$ cat src/verilog/sps_map.svh
// constants for the start-up and protection sequencer
// assumes a 100 MHz clock and comparator flags already at logic level
// Overview of operation
// low charge below trip, high above
// low charge between lockout and start-up
// start-up level enables core, stops charging
// first enable protect source, soft-starts, clamp
// power-factor runs when three enable flags
// flyback runs once its soft-start charged
// protect input late: source off, recharge
// flyback control time-out forces safe restart
// protection stops both, supply decays
// latched: recharge supply, never restart
// safe restart: recharge then full sequence
// output overvoltage halts power-factor only
// mains undervoltage halts power-factor, hysteresis restart
// supply lockout: stop, safe restart, recharge
// power down: all off until mains
// protect input low latches both off
// switching inhibited until protect input enabled
// protect input acted upon without filtering
// latched disables mains-sense clamp
// mains below 750 then 870 clears latch
// full supply loss clears latch
// over-temperature latches, no recharge
// comparator flags pass two-stage synchroniser
`ifndef SPS_MAP_SVH
`define SPS_MAP_SVH
// number of comparator flags
`define SPS_NFLAG 16
// flag bit positions in the synchroniser vector
`define SPS_F_TRIP 0
`define SPS_F_SUPPLY_UNDERVOLTAGE_LOCKOUT 1
`define SPS_F_START 2
`define SPS_F_PROT_EN 3
`define SPS_F_PROT_TRIP 4
`define SPS_F_COMP_EN 5
`define SPS_F_SS_PFC 6
`define SPS_F_SS_FLY 7
`define SPS_F_FLY_TO 8
`define SPS_F_OVP 9
`define SPS_F_MAINS_STOP 10
`define SPS_F_MAINS_START 11
`define SPS_F_PDOWN 12
`define SPS_F_FLR_LOW 13
`define SPS_F_FLR_HIGH 14
`define SPS_F_OTP 15
// charge current codes
`define SPS_CHG_OFF 2'h0
`define SPS_CHG_LOW 2'h1
`define SPS_CHG_HIGH 2'h2
`endif

$ cat src/verilog/sps_pkg.sv
// types for the start-up and protection sequencer
// assumes sps_map.svh constants are used beside it
package sps_pkg;
    // main sequencer states
    typedef enum logic [2:0] {
        SPS_CHARGE,
        SPS_STARTUP,
        SPS_RUN,
        SPS_DECAY,
        SPS_PDOWN
    } sps_state_t;
endpackage

$ cat src/verilog/sps_sync_if.sv
// carrier between the sequencer and its flag synchroniser
// assumes both ends share clk
`timescale 1ns/100ps
`default_nettype none
`include "sps_map.svh"
interface sps_sync_if;
    // raw and synchronised comparator flags
    logic [`SPS_NFLAG-1:0] raw;
    logic [`SPS_NFLAG-1:0] flag;
    modport sync (input raw, output flag);
    modport user (output raw, input flag);
endinterface
`default_nettype wire

$ cat src/verilog/sps_sync.sv
// two-stage synchroniser for the comparator flags
// assumes flags are asynchronous levels from analog comparators
`timescale 1ns/100ps
`default_nettype none
`include "sps_map.svh"
module sps_sync
(
    // clock and reset
    input wire logic clk,
    input wire logic nrst,
    // flags
    sps_sync_if.sync s
);
    // first stage, read only by the second
    logic [`SPS_NFLAG-1:0] meta;
    logic [`SPS_NFLAG-1:0] stage2;
    // ************************************************
    // synchroniser stages
    // ************************************************
    always_ff @(posedge clk or negedge nrst)
    begin
        if (!nrst)
        begin
            meta <= '0;
            stage2 <= '0;
        end
        else
        begin
            meta <= s.raw;
            stage2 <= meta;
        end
    end
    assign s.flag = stage2;
endmodule // sps_sync
`default_nettype wire

$ cat src/verilog/sps_top.sv
// supervisory sequencer for start-up, lockout and protection
// assumes comparator flags as levels and a power-on reset on nrst
`timescale 1ns/100ps
`default_nettype none
`include "sps_map.svh"
module sps_top
(
    // clock and reset
    input wire logic clk,
    input wire logic nrst,
    // supply comparators
    input wire logic supply_above_trip,
    input wire logic supply_above_lockout,
    input wire logic supply_above_startup,
    // protection input comparators
    input wire logic protect_above_enable,
    input wire logic protect_below_trip,
    // soft-start and compensation comparators
    input wire logic compensation_enable_level,
    input wire logic pfc_softstart_charged,
    input wire logic flyback_softstart_charged,
    // flyback control time-out
    input wire logic flyback_timeout_level,
    // power-factor output and mains comparators
    input wire logic overvoltage_protect,
    input wire logic mains_below_stop_level,
    input wire logic mains_above_start_level,
    input wire logic mains_below_power_down_level,
    input wire logic mains_below_reset_low,
    input wire logic mains_above_reset_high,
    // over-temperature comparator
    input wire logic over_temperature,
    // charge current level
    output logic [1:0] charge_level,
    // converter enables
    output logic pfc_drive_en,
    output logic flyback_drive_en,
    // current sources, clamps and core enable
    output logic protect_source_en,
    output logic softstart_en,
    output logic compensation_clamp_en,
    output logic mains_clamp_en,
    output logic core_en,
    // status
    output logic latched
);
    // ************************************************
    // flag synchronisation
    // ************************************************
    sps_sync_if sif();
    assign sif.raw = {over_temperature, mains_above_reset_high, mains_below_reset_low,
                      mains_below_power_down_level, mains_above_start_level,
                      mains_below_stop_level, overvoltage_protect, flyback_timeout_level,
                      flyback_softstart_charged, pfc_softstart_charged,
                      compensation_enable_level, protect_below_trip,
                      protect_above_enable, supply_above_startup,
                      supply_above_lockout, supply_above_trip};
    sps_sync u_sync
    (
        .clk(clk),
        .nrst(nrst),
        .s(sif.sync)
    );
    // synchronised flags
    logic f_trip, f_supply_undervoltage_lockout, f_start, f_pen, f_ptrip, f_comp, f_sspfc, f_ssfly;
    logic f_to, f_ovp, f_mstop, f_mstart, f_pdown, f_flrlo, f_flrhi, f_otp;
    assign f_trip = sif.flag[`SPS_F_TRIP];
    assign f_supply_undervoltage_lockout = sif.flag[`SPS_F_SUPPLY_UNDERVOLTAGE_LOCKOUT];
    assign f_start = sif.flag[`SPS_F_START];
    assign f_pen = sif.flag[`SPS_F_PROT_EN];
    assign f_ptrip = sif.flag[`SPS_F_PROT_TRIP];
    assign f_comp = sif.flag[`SPS_F_COMP_EN];
    assign f_sspfc = sif.flag[`SPS_F_SS_PFC];
    assign f_ssfly = sif.flag[`SPS_F_SS_FLY];
    assign f_to = sif.flag[`SPS_F_FLY_TO];
    assign f_ovp = sif.flag[`SPS_F_OVP];
    assign f_mstop = sif.flag[`SPS_F_MAINS_STOP];
    assign f_mstart = sif.flag[`SPS_F_MAINS_START];
    assign f_pdown = sif.flag[`SPS_F_PDOWN];
    assign f_flrlo = sif.flag[`SPS_F_FLR_LOW];
    assign f_flrhi = sif.flag[`SPS_F_FLR_HIGH];
    assign f_otp = sif.flag[`SPS_F_OTP];

    // state and latches
    sps_pkg::sps_state_t state;
    sps_pkg::sps_state_t next_state;
    logic prot_seen; // protect input reached its enable level
    logic mains_ok; // power-factor mains hysteresis
    logic flr_armed; // fast reset saw the low level
    logic otp_hold; // over-temperature latch
    logic fault_latch; // any latched protection
    logic protect_fail; // protect input failed during start-up

    // protection events in start-up and run
    logic latch_evt;
    assign latch_evt = f_ptrip || f_otp;
    // fast latch reset completes this cycle
    logic flr_done;
    assign flr_done = flr_armed && f_flrhi;

    // ************************************************
    // sequencer state
    // ************************************************
    always_comb
    begin
        next_state = state;
        unique case (state)
            sps_pkg::SPS_CHARGE:
                if (f_pdown)
                    next_state = sps_pkg::SPS_PDOWN;
                else if (f_start && !fault_latch)
                    next_state = sps_pkg::SPS_STARTUP;
            sps_pkg::SPS_STARTUP:
                if (f_pdown)
                    next_state = sps_pkg::SPS_PDOWN;
                else if (!f_supply_undervoltage_lockout)
                    next_state = sps_pkg::SPS_CHARGE;
                else if (latch_evt && prot_seen)
                    next_state = sps_pkg::SPS_DECAY;
                else if (prot_seen && f_ssfly)
                    next_state = sps_pkg::SPS_RUN;
            sps_pkg::SPS_RUN:
                if (f_pdown)
                    next_state = sps_pkg::SPS_PDOWN;
                else if (!f_supply_undervoltage_lockout)
                    next_state = sps_pkg::SPS_CHARGE;
                else if (latch_evt || f_to)
                    next_state = sps_pkg::SPS_DECAY;
            sps_pkg::SPS_DECAY:
                if (f_pdown)
                    next_state = sps_pkg::SPS_PDOWN;
                else if (!f_supply_undervoltage_lockout)
                    next_state = sps_pkg::SPS_CHARGE;
            sps_pkg::SPS_PDOWN:
                if (!f_pdown)
                    next_state = sps_pkg::SPS_CHARGE;
        endcase
    end

    // state register
    always_ff @(posedge clk or negedge nrst)
    begin
        if (!nrst)
            state <= sps_pkg::SPS_CHARGE;
        else
            state <= next_state;
    end

    // protect input has reached its enable level in this start-up
    always_ff @(posedge clk or negedge nrst)
    begin
        if (!nrst)
            prot_seen <= 1'b0;
        else if (state != sps_pkg::SPS_STARTUP && state != sps_pkg::SPS_RUN)
            prot_seen <= 1'b0;
        else if (f_pen)
            prot_seen <= 1'b1;
    end

    // start-up fails this cycle: lockout came before the protect input enabled;
    // combinational, so no stale flag carries charge into the next start-up
    assign protect_fail = state == sps_pkg::SPS_STARTUP && !f_supply_undervoltage_lockout && !prot_seen;

    // ************************************************
    // latched protection
    // ************************************************
    // fast reset sequencing: low first, then high
    always_ff @(posedge clk or negedge nrst)
    begin
        if (!nrst)
            flr_armed <= 1'b0;
        else if (!fault_latch || flr_done)
            flr_armed <= 1'b0;
        else if (f_flrlo)
            flr_armed <= 1'b1;
    end

    // latched protection; set wins over fast reset
    always_ff @(posedge clk or negedge nrst)
    begin
        if (!nrst)
            fault_latch <= 1'b0;
        else if ((state == sps_pkg::SPS_RUN || state == sps_pkg::SPS_STARTUP) && prot_seen && latch_evt)
            fault_latch <= 1'b1;
        else if (f_otp)
            fault_latch <= 1'b1;
        else if (flr_done)
            fault_latch <= 1'b0;
    end

    // over-temperature hold blocks recharge
    always_ff @(posedge clk or negedge nrst)
    begin
        if (!nrst)
            otp_hold <= 1'b0;
        else if (f_otp)
            otp_hold <= 1'b1;
        else if (flr_done)
            otp_hold <= 1'b0;
    end

    // mains hysteresis for the power-factor stage
    always_ff @(posedge clk or negedge nrst)
    begin
        if (!nrst)
            mains_ok <= 1'b0;
        else if (f_mstop)
            mains_ok <= 1'b0;
        else if (f_mstart)
            mains_ok <= 1'b1;
    end

    // ************************************************
    // registered outputs
    // ************************************************
    logic [1:0] next_charge;
    always_comb
    begin
        if (otp_hold || state == sps_pkg::SPS_PDOWN || (state == sps_pkg::SPS_STARTUP && !protect_fail)
            || state == sps_pkg::SPS_RUN || state == sps_pkg::SPS_DECAY)
            next_charge = `SPS_CHG_OFF;
        else if (!f_trip || f_supply_undervoltage_lockout)
            next_charge = `SPS_CHG_LOW;
        else
            next_charge = `SPS_CHG_HIGH;
    end

    always_ff @(posedge clk or negedge nrst)
    begin
        if (!nrst)
        begin
            charge_level <= `SPS_CHG_OFF;
            pfc_drive_en <= 1'b0;
            flyback_drive_en <= 1'b0;
            protect_source_en <= 1'b0;
            softstart_en <= 1'b0;
            compensation_clamp_en <= 1'b0;
            mains_clamp_en <= 1'b0;
            core_en <= 1'b0;
            latched <= 1'b0;
        end
        else
        begin
            charge_level <= next_charge;

            pfc_drive_en <= next_state == sps_pkg::SPS_RUN && f_pen && f_comp && f_sspfc && !f_ovp && mains_ok;
            flyback_drive_en <= next_state == sps_pkg::SPS_RUN;
            protect_source_en <= next_state == sps_pkg::SPS_STARTUP || next_state == sps_pkg::SPS_RUN;
            softstart_en <= next_state == sps_pkg::SPS_STARTUP || next_state == sps_pkg::SPS_RUN;
            compensation_clamp_en <= next_state == sps_pkg::SPS_STARTUP || next_state == sps_pkg::SPS_RUN;
            mains_clamp_en <= !fault_latch;
            core_en <= next_state == sps_pkg::SPS_STARTUP || next_state == sps_pkg::SPS_RUN;
            latched <= fault_latch;
        end
    end

    // ************************************************
    // checks
    // ************************************************
    AST_PDOWN_OFF: assert property (@(posedge clk) disable iff (!nrst)
        f_pdown |=> ##1 (charge_level == `SPS_CHG_OFF && !flyback_drive_en))
        else $error("power down left drive or charge on");
    AST_NO_RUN_LATCHED: assert property (@(posedge clk) disable iff (!nrst)
        (fault_latch && state == sps_pkg::SPS_CHARGE) |=> state != sps_pkg::SPS_STARTUP)
        else $error("latched part restarted");
    AST_TIMEOUT: assert property (@(posedge clk) disable iff (!nrst)
        (state == sps_pkg::SPS_RUN && f_to && f_supply_undervoltage_lockout && !f_pdown) |=> state == sps_pkg::SPS_DECAY)
        else $error("time-out ignored");
    AST_SUPPLY_UNDERVOLTAGE_LOCKOUT: assert property (@(posedge clk) disable iff (!nrst)
        (state == sps_pkg::SPS_RUN && !f_supply_undervoltage_lockout && !f_pdown) |=> (state == sps_pkg::SPS_CHARGE && !flyback_drive_en))
        else $error("lockout did not stop converters");
    AST_OVP: assert property (@(posedge clk) disable iff (!nrst)
        f_ovp |=> !pfc_drive_en)
        else $error("power-factor ran in overvoltage");
    AST_PFC_ENABLE: assert property (@(posedge clk) disable iff (!nrst)
        pfc_drive_en |-> $past(f_comp) && $past(f_sspfc) && $past(f_pen))
        else $error("power-factor enabled without its flags");
    AST_OTP: assert property (@(posedge clk) disable iff (!nrst)
        f_otp |=> ##1 (charge_level == `SPS_CHG_OFF && latched))
        else $error("over-temperature not latched");
    AST_CLAMP: assert property (@(posedge clk) disable iff (!nrst)
        fault_latch |=> !mains_clamp_en)
        else $error("mains clamp on while latched");
    AST_HIGH_CHARGE: assert property (@(posedge clk) disable iff (!nrst)
        (state == sps_pkg::SPS_CHARGE && !otp_hold && !f_trip) |=> charge_level == `SPS_CHG_LOW)
        else $error("high charge below trip");
    AST_STARTUP_ENABLES: assert property (@(posedge clk) disable iff (!nrst)
        (state == sps_pkg::SPS_CHARGE && f_start && !fault_latch && !f_pdown)
        |=> (protect_source_en && softstart_en && compensation_clamp_en && core_en))
        else $error("start-up enables missing");
    AST_STARTUP_CHARGE_OFF: assert property (@(posedge clk) disable iff (!nrst)
        (state == sps_pkg::SPS_STARTUP && f_supply_undervoltage_lockout) |=> charge_level == `SPS_CHG_OFF)
        else $error("charge left on during start-up");
    AST_STARTUP_FAIL: assert property (@(posedge clk) disable iff (!nrst)
        (state == sps_pkg::SPS_STARTUP && !f_supply_undervoltage_lockout && !prot_seen && !f_pdown && !otp_hold)
        |=> (!protect_source_en && charge_level != `SPS_CHG_OFF))
        else $error("failed start-up did not recharge");
    AST_FLYBACK_SOFTSTART: assert property (@(posedge clk) disable iff (!nrst)
        (state == sps_pkg::SPS_STARTUP && !f_ssfly) |=> !flyback_drive_en)
        else $error("flyback enabled before its soft-start");
    AST_MAINS_STOP: assert property (@(posedge clk) disable iff (!nrst)
        f_mstop |=> ##1 !pfc_drive_en)
        else $error("power-factor ran below mains stop level");
    AST_PROTECT_TRIP: assert property (@(posedge clk) disable iff (!nrst)
        (state == sps_pkg::SPS_RUN && prot_seen && f_ptrip)
        |=> (fault_latch && !flyback_drive_en && !pfc_drive_en))
        else $error("protect trip did not latch both off");
endmodule // sps_top
`default_nettype wire

$ cat config.mk
export PLATFORM = sky130hd
export DESIGN_NAME = sps_top
export DESIGN_NICKNAME = d
export VERILOG_FILES = /design/src/verilog/sps_pkg.sv /design/src/verilog/sps_sync_if.sv /design/src/verilog/sps_sync.sv /design/src/verilog/sps_top.sv
export VERILOG_INCLUDE_DIRS = /design/src /design/src/verilog
export SDC_FILE = /design/constraint.sdc
export NUM_CORES = 1
export LEC_CHECK = 0
export BUFFER_PORTS_ARGS = -buffer_cell sky130_fd_sc_hd__clkbuf_2
export CAP_MARGIN = 20
export CORE_UTILIZATION = 60
export CTS_BUF_LIST = sky130_fd_sc_hd__clkbuf_2 sky130_fd_sc_hd__clkbuf_4 sky130_fd_sc_hd__clkbuf_8
export CTS_CLUSTER_SIZE = 20
export DETAILED_ROUTE_END_ITERATION = 12
export PLACE_DENSITY = 0.85
export SKIP_CTS_REPAIR_TIMING = 1
export SLEW_MARGIN = 20
export SYNTH_ARGS = -nofsm -noshare
export SYNTH_HDL_FRONTEND = slang
export SYNTH_SLANG_ARGS = --single-unit
export TNS_END_PERCENT = 20
$ cat constraint.sdc
create_clock -name clk -period 4.8 [get_ports clk]
set_input_delay 0.48 -clock clk [delete_from_list [all_inputs] [get_ports clk]]
set_output_delay 0.48 -clock clk [all_outputs]
set_load 0.02 [all_outputs]
-- Word-level counts from Yosys, hierarchy flattened
Index checks and enable logic that the tools add are counted.
- word-level logic and storage cells: 83
- bits of input ports: 18
- register bits after elaboration: 47
- output and inout port bits: 10
- equality and inequality tests: 8
- reductions and logical operators: 37
- multiplexer cells: 24
- operators by type and width (cell ; count):
    2-to-1 mux 3 bit ; 12
    logical AND 1 bit ; 15
    one-hot mux 3 bit (5 select lines) ; 1
    logical OR 1 bit ; 10
    equality test 3 x 2 -> 1 bit (second input constant) ; 3
    2-to-1 mux 1 bit ; 9
    nonzero test 2 bit ; 4
    equality test 3 x 1 -> 1 bit (second input constant) ; 2
    logical NOT 1 bit ; 6
    2-to-1 mux 2 bit ; 2
    equality test 3 bit (second input constant) ; 1
    logical NOT 3 bit ; 1
    != test 3 x 1 -> 1 bit (second input constant) ; 1
    != test 3 x 2 -> 1 bit (second input constant) ; 1
    nonzero test 3 bit ; 1

-- Depth between registers and ports, before layout
- word-level depth: 12
- gate-level depth with buffers: 6
- gate-level depth less buffers: 5

-- By module
A second synthesis with hierarchy kept.
- cell total of the unflattened synthesis: 102
- area total of the unflattened synthesis: 1545.2 µm²
- by module, submodules not included (module ; cells each ; instances ; sequential area each (µm²) ; area an instance (µm²)):
    sps_sync ; 32 ; 1 ; 800.8 ; 800.8
    sps_top ; 70 ; 1 ; 375.4 ; 744.5

-- Worst setup path before layout
OpenSTA, ideal clock, no wires.
- path kind: reg2reg
- start: register fault_latch
- end: register core_en
- stages on the path, launching flop included: 6
- data required time: 4.720 ns
- library setup time: 0.080 ns
- arrival time: 1.455 ns
- period minus slack after synthesis: 1.534 ns
- buffers on the path: 0
- path slack: 3.266 ns
- cells stage by stage: dfrtp_1 > or2b_2 > a31oi_2 > inv_2 > or4_1 > mux2i_1
- word-level cells in the longest chain between the ends: 7
- elaborated cells between the ends (all ways): 8
- those cells by class: eq/ne: 2; mux: 3; reduce/logical: 3
- ends and longest elaborated chain (what ; line ; text):
    start: declaration ; sps_top.sv:91 ; logic fault_latch;
    start signal: assignment ; sps_top.sv:182 ; fault_latch <= 1'b0;
    start signal: assignment ; sps_top.sv:184 ; fault_latch <= 1'b1;
    start signal: assignment ; sps_top.sv:186 ; fault_latch <= 1'b1;
    logical NOT 1 bit * ; sps_top.sv:111 ; else if (f_start && !fault_latch)
    logical AND 1 bit * ; sps_top.sv:111 ;
    2-to-1 mux 3 bit * ; sps_top.sv:111 ;
    2-to-1 mux 3 bit * ; sps_top.sv:109 ; if (f_pdown)
    one-hot mux 3 bit (5 select lines) * ; sps_top.sv:107 ; unique case (state)
    named net next_state[2] ; sps_top.sv:86 ; sps_pkg::sps_state_t next_state;
    equality test 3 x 1 -> 1 bit or equality test 3 x 2 -> 1 bit (tied branches) ; sps_top.sv:252 ; core_en <= next_state == sps_pkg::SPS_STARTUP || next_state == sps_pkg::SPS_RUN;
    logical OR 1 bit * ; sps_top.sv:252 ;
    end signal: assignment ; sps_top.sv:252 ;
    end: declaration ; sps_top.sv:43 ; output logic core_en,
The timed path passes the listed nets; every way through them passes the cells marked *.
A chain may end at the register's enable or synchronous reset.

-- Worst setup path in the final report
- start: register state[2]
- end: register pfc_drive_en
- word-level cells in the longest chain between the ends: 11
- elaborated cells between the ends (all ways): 24
- those cells by class: eq/ne: 5; mux: 13; reduce/logical: 6
- ends and longest elaborated chain (what ; line ; text):
    start: declaration ; sps_top.sv:85 ; sps_pkg::sps_state_t state;
    start signal: assignment ; sps_top.sv:144 ; state <= sps_pkg::SPS_CHARGE;
    start signal: assignment ; sps_top.sv:146 ; state <= next_state;
    2-to-1 mux 3 bit ; sps_top.sv:120 ; else if (prot_seen && f_ssfly)
    2-to-1 mux 3 bit ; sps_top.sv:118 ; else if (latch_evt && prot_seen)
    2-to-1 mux 3 bit ; sps_top.sv:116 ; else if (!f_supply_undervoltage_lockout)
    2-to-1 mux 3 bit ; sps_top.sv:114 ; if (f_pdown)
    one-hot mux 3 bit (5 select lines) * ; sps_top.sv:107 ;
    equality test 3 x 2 -> 1 bit * ; sps_top.sv:246 ; pfc_drive_en <= next_state == sps_pkg::SPS_RUN && f_pen && f_comp && f_sspfc && !f_ovp && mains_ok;
    logical AND 1 bit * (5 in series) ; sps_top.sv:246 ;
    end signal: assignment ; sps_top.sv:246 ;
    end: declaration ; sps_top.sv:36 ; output logic pfc_drive_en,
Every way passes the cells marked *; elsewhere a longest branch is shown, timed or not.

==> key figures <==
Run
  – Max cap viols: 0

Worst setup path
  – CP max stage delay: 0.57 ns
  – CP required: 5.05 ns
  – Master of the slowest instance on the critical path: dfrtp_1
  – Critical R2R Capture: pfc_drive_en
  – CP top delay family: simple AND/OR/NAND/NOR gates
  – Worst Setup End Kind: flip-flop
  – WS Path Type: reg2reg
  – Worst-path maximum fanout: 12
  – Worst r2r src: state[2]
  – Startpoint types: flip-flop
  – Reg2Reg Depth: 4
  – Crit path DAT: 2.00 ns
  – Crit-path cells: and2b_2, o21ai_0, o2111ai_1, nor4_1
  – CP bufs+invs: 0
  – Register-to-register setup slack: 3.05 ns

Die
  – Core ar.: 2455 µm²
  – Die Height: 52.75 µm
  – Die Area: 2783 µm²
  – Die W: 52.75 µm
  – Ports: 28
  – Row count: 18
  – Initial Util: 62.95%

STA
  – Crit share post-route: 36.43%
  – Setup TNS: 0 ns
  – Final Max Slew Viols: 0
  – Slew HR: 36.38%
  – Setup violators final: 0
  – Final Hold Viols: 0
  – Final hold slack: 0.2310 ns
  – Clock skew: 0.009595 ns
  – Fmax: 571.8 MHz
  – Minimum clock period: 1.749 ns
  – RSZ-0062 raised after global routing: false
  – Worst-margin pin slew: 0.9543 ns

Power
  – Internal cell power: 0.0005569 W
  – Comb power frac: 6.0%
  – Maximum VDD drop: 0.0003074 V
  – Leakage: 0.8521 nW
  – Clock share of power: 33.1%
  – Switch Pwr: 0.0001485 W
  – Sequential power share: 60.9%
  – Power Dens Cells: 401.0 nW/µm²
  – Net Sw Frac: 21.05%

Clock network
  – Worst skew pair latency: 0.34 ns
  – CTS max path bufs: 2
  – Clock Root Buffer: clkbuf_4
  – Num Clock Sinks: 47
  – H-tree level count: 2
  – CTS Buf Count: 5
  – CTS tree: built
  – Clock Pin Slew Worst Setup and Hold Paths: 0.12 ns

Logic synthesis
  – Yosys cell types: 36
  – Syn nets: 120
  – Register area share after synthesis: 76.11%
  – Post-synthesis register bit count: 47
  – Mapped Cells: 102
  – Cell Area, Synth: 1545 µm²
  – Ys Warns: 0
  – Avg Inst Size Synth: 15.15 µm²

Layout
  – Nets: 149
  – Commonest non-fill, non-tap cells in the layout: dfrtp_1, clkbuf_2, inv_1
  – ANT cells: 0
  – Final instance area: 1759 µm²
  – Area grow syn2layout: 13.85%
  – Cell Count, Final, Fillers Out: 162
  – Commonest non-fill, non-tap cell in the layout: dfrtp_1
  – Share of layout cells above drive strength 1: 31.82%

Worst hold path
  – HP Start: mains_above_reset_high
  – HP Class: in2reg
  – Hold EP: u_sync.meta[14]
  – WHS Path Cells: 1

Global routing
  – Largest net degree at the start of global routing: 48
  – GRT Total Usage: 19.81%
  – Initial antenna violation count: 0
  – Vias in the first global route: 804
  – Overflow after GRT: 0
  – First-pass GRT wire length: 3546 µm

Routing
  – DR WL/cell: 14.10 µm
  – Vias/cell: 5.228
  – DRC errors left: 0
  – DR vias: 847
  – Initial DRC Count: 18
  – Pre-Repair DR Iteration Count: 4
  – Drt total wl: 2285 µm
  – DRT antenna net count: 0

Placed design
  – Post-DP Area: 1673 µm²
  – RePlAce Congestion: 0.8519
  – Post-DP HPWL: 1517 µm
  – Placed cells: 154
  – Port bufs: 27

Outcome
  – Status: complete, no violations
==> power groups by stage <==
stage	clock (W)	combinational, W	sequential (W)
after floorplan	0	0.0000223	0.000436
after global placement	0	0.0000402	0.000435
after detailed placement	0	0.0000426	0.000437
after CTS	0.000240	0.0000434	0.000429
after global routing	0.000254	0.0000474	0.000432
final	0.000234	0.0000425	0.000429
==> worst register-to-register path, stage by stage, from the launching register on <==
cell	delay (ns)
dfrtp_1	0.57
and2b_2	0.26
o21ai_0	0.22
o2111ai_1	0.29
nor4_1	0.33
==> layout make-up <==
| cell class | instances | area [µm²] |
|---|---|---|
| Multi-Input combinational cell | 43 | 297.8 |
| Inverter | 7 | 26.28 |
| Timing Repair Buffer | 27 | 135.1 |
| Fill cell | 169 | 695.7 |
| Sequential cell | 47 | 1176 |
| Clock inverter | 2 | 35.03 |
| Tap cell | 30 | 37.54 |
| Clock buffer | 6 | 51.30 |
==> layer usage <==
metal  track usage, %  part of all wire [%]  up-vias  wire [µm]
met5                0                     0        -          0
met4            16.23                   4.5        0        103
met3            7.536                   5.0       12        114
met2            31.86                    51       34       1162
met1            20.16                    40      400        905
li1                 -                     -      401          -
==> metrics by stage <==
step / power, W / util, % / setup slack [ns]
global route: 0.0007336 / 71.66 / 2.935
finish: 0.0007054 / 71.66 / 3.051
floorplan: 0.0004583 / - / 3.266
global placement: 0.0004753 / 68.14 / 3.203
detailed placement: 0.0004796 / 68.14 / 3.108
CTS: 0.0007131 / 71.66 / 3.033
==> Yosys cell counts (all sizes together) <==
cell type | n | area share [%]
xnor2 | 1 | 0.57
or3 | 2 | 1.2
inv | 7 | 1.7
o2111ai | 1 | 0.57
a32oi | 1 | 0.57
or4 | 1 | 0.49
nor2 | 4 | 0.97
o31ai | 1 | 0.49
nand2 | 3 | 0.73
o22a | 1 | 0.57
and2b | 2 | 1.1
mux2i | 2 | 1.3
or2b | 1 | 0.57
nor3b | 1 | 0.49
nor3 | 2 | 0.65
nand3b | 1 | 0.49
a21o | 2 | 1.1
nor4 | 1 | 0.41
a211o | 1 | 0.57
a31oi | 1 | 0.81
o31a | 1 | 0.57
nor2b | 2 | 0.81
o21ai | 2 | 0.65
dfrtp | 47 | 76
buf | 5 | 2.9
o21a | 1 | 0.49
a311o | 1 | 0.65
nand4 | 2 | 0.81
or2 | 1 | 0.41
a21oi | 3 | 0.97
and3 | 1 | 0.41
==> kinds of logic (layout without fill, tap and decap cells) <==
family	Yosys count	count (layout)	share of synthesized area (%)
compound gates	16	16	7.936
xor+xnor	1	1	0.5669
buf+inv	12	42	4.615
simple gates	24	24	9.475
mux	2	2	1.296
flops	47	47	76.11
==> how the worst max path moves through the flow <==
stage / start / to / slack (ns) / cells after the start
2_1_floorplan: fault_latch / core_en / 3.27 / 5
3_3_place_gp: fault_latch / core_en / 3.20 / 5
3_5_place_dp: state[1] / core_en / 3.11 / 4
4_1_cts: state[2] / pfc_drive_en / 3.03 / 4
5_1_grt: state[2] / pfc_drive_en / 2.94 / 4
6_report: state[2] / pfc_drive_en / 3.05 / 4
==> registers in the layout (all words and copies together) (netlist names), 2 cells and up <==
| signal | flops |
|---|---|
| charge_level | 2 |
| u_sync.s.flag | 16 |
| state | 3 |
| u_sync.meta | 16 |
No activity file was read; power rests on OpenSTA's default activity.
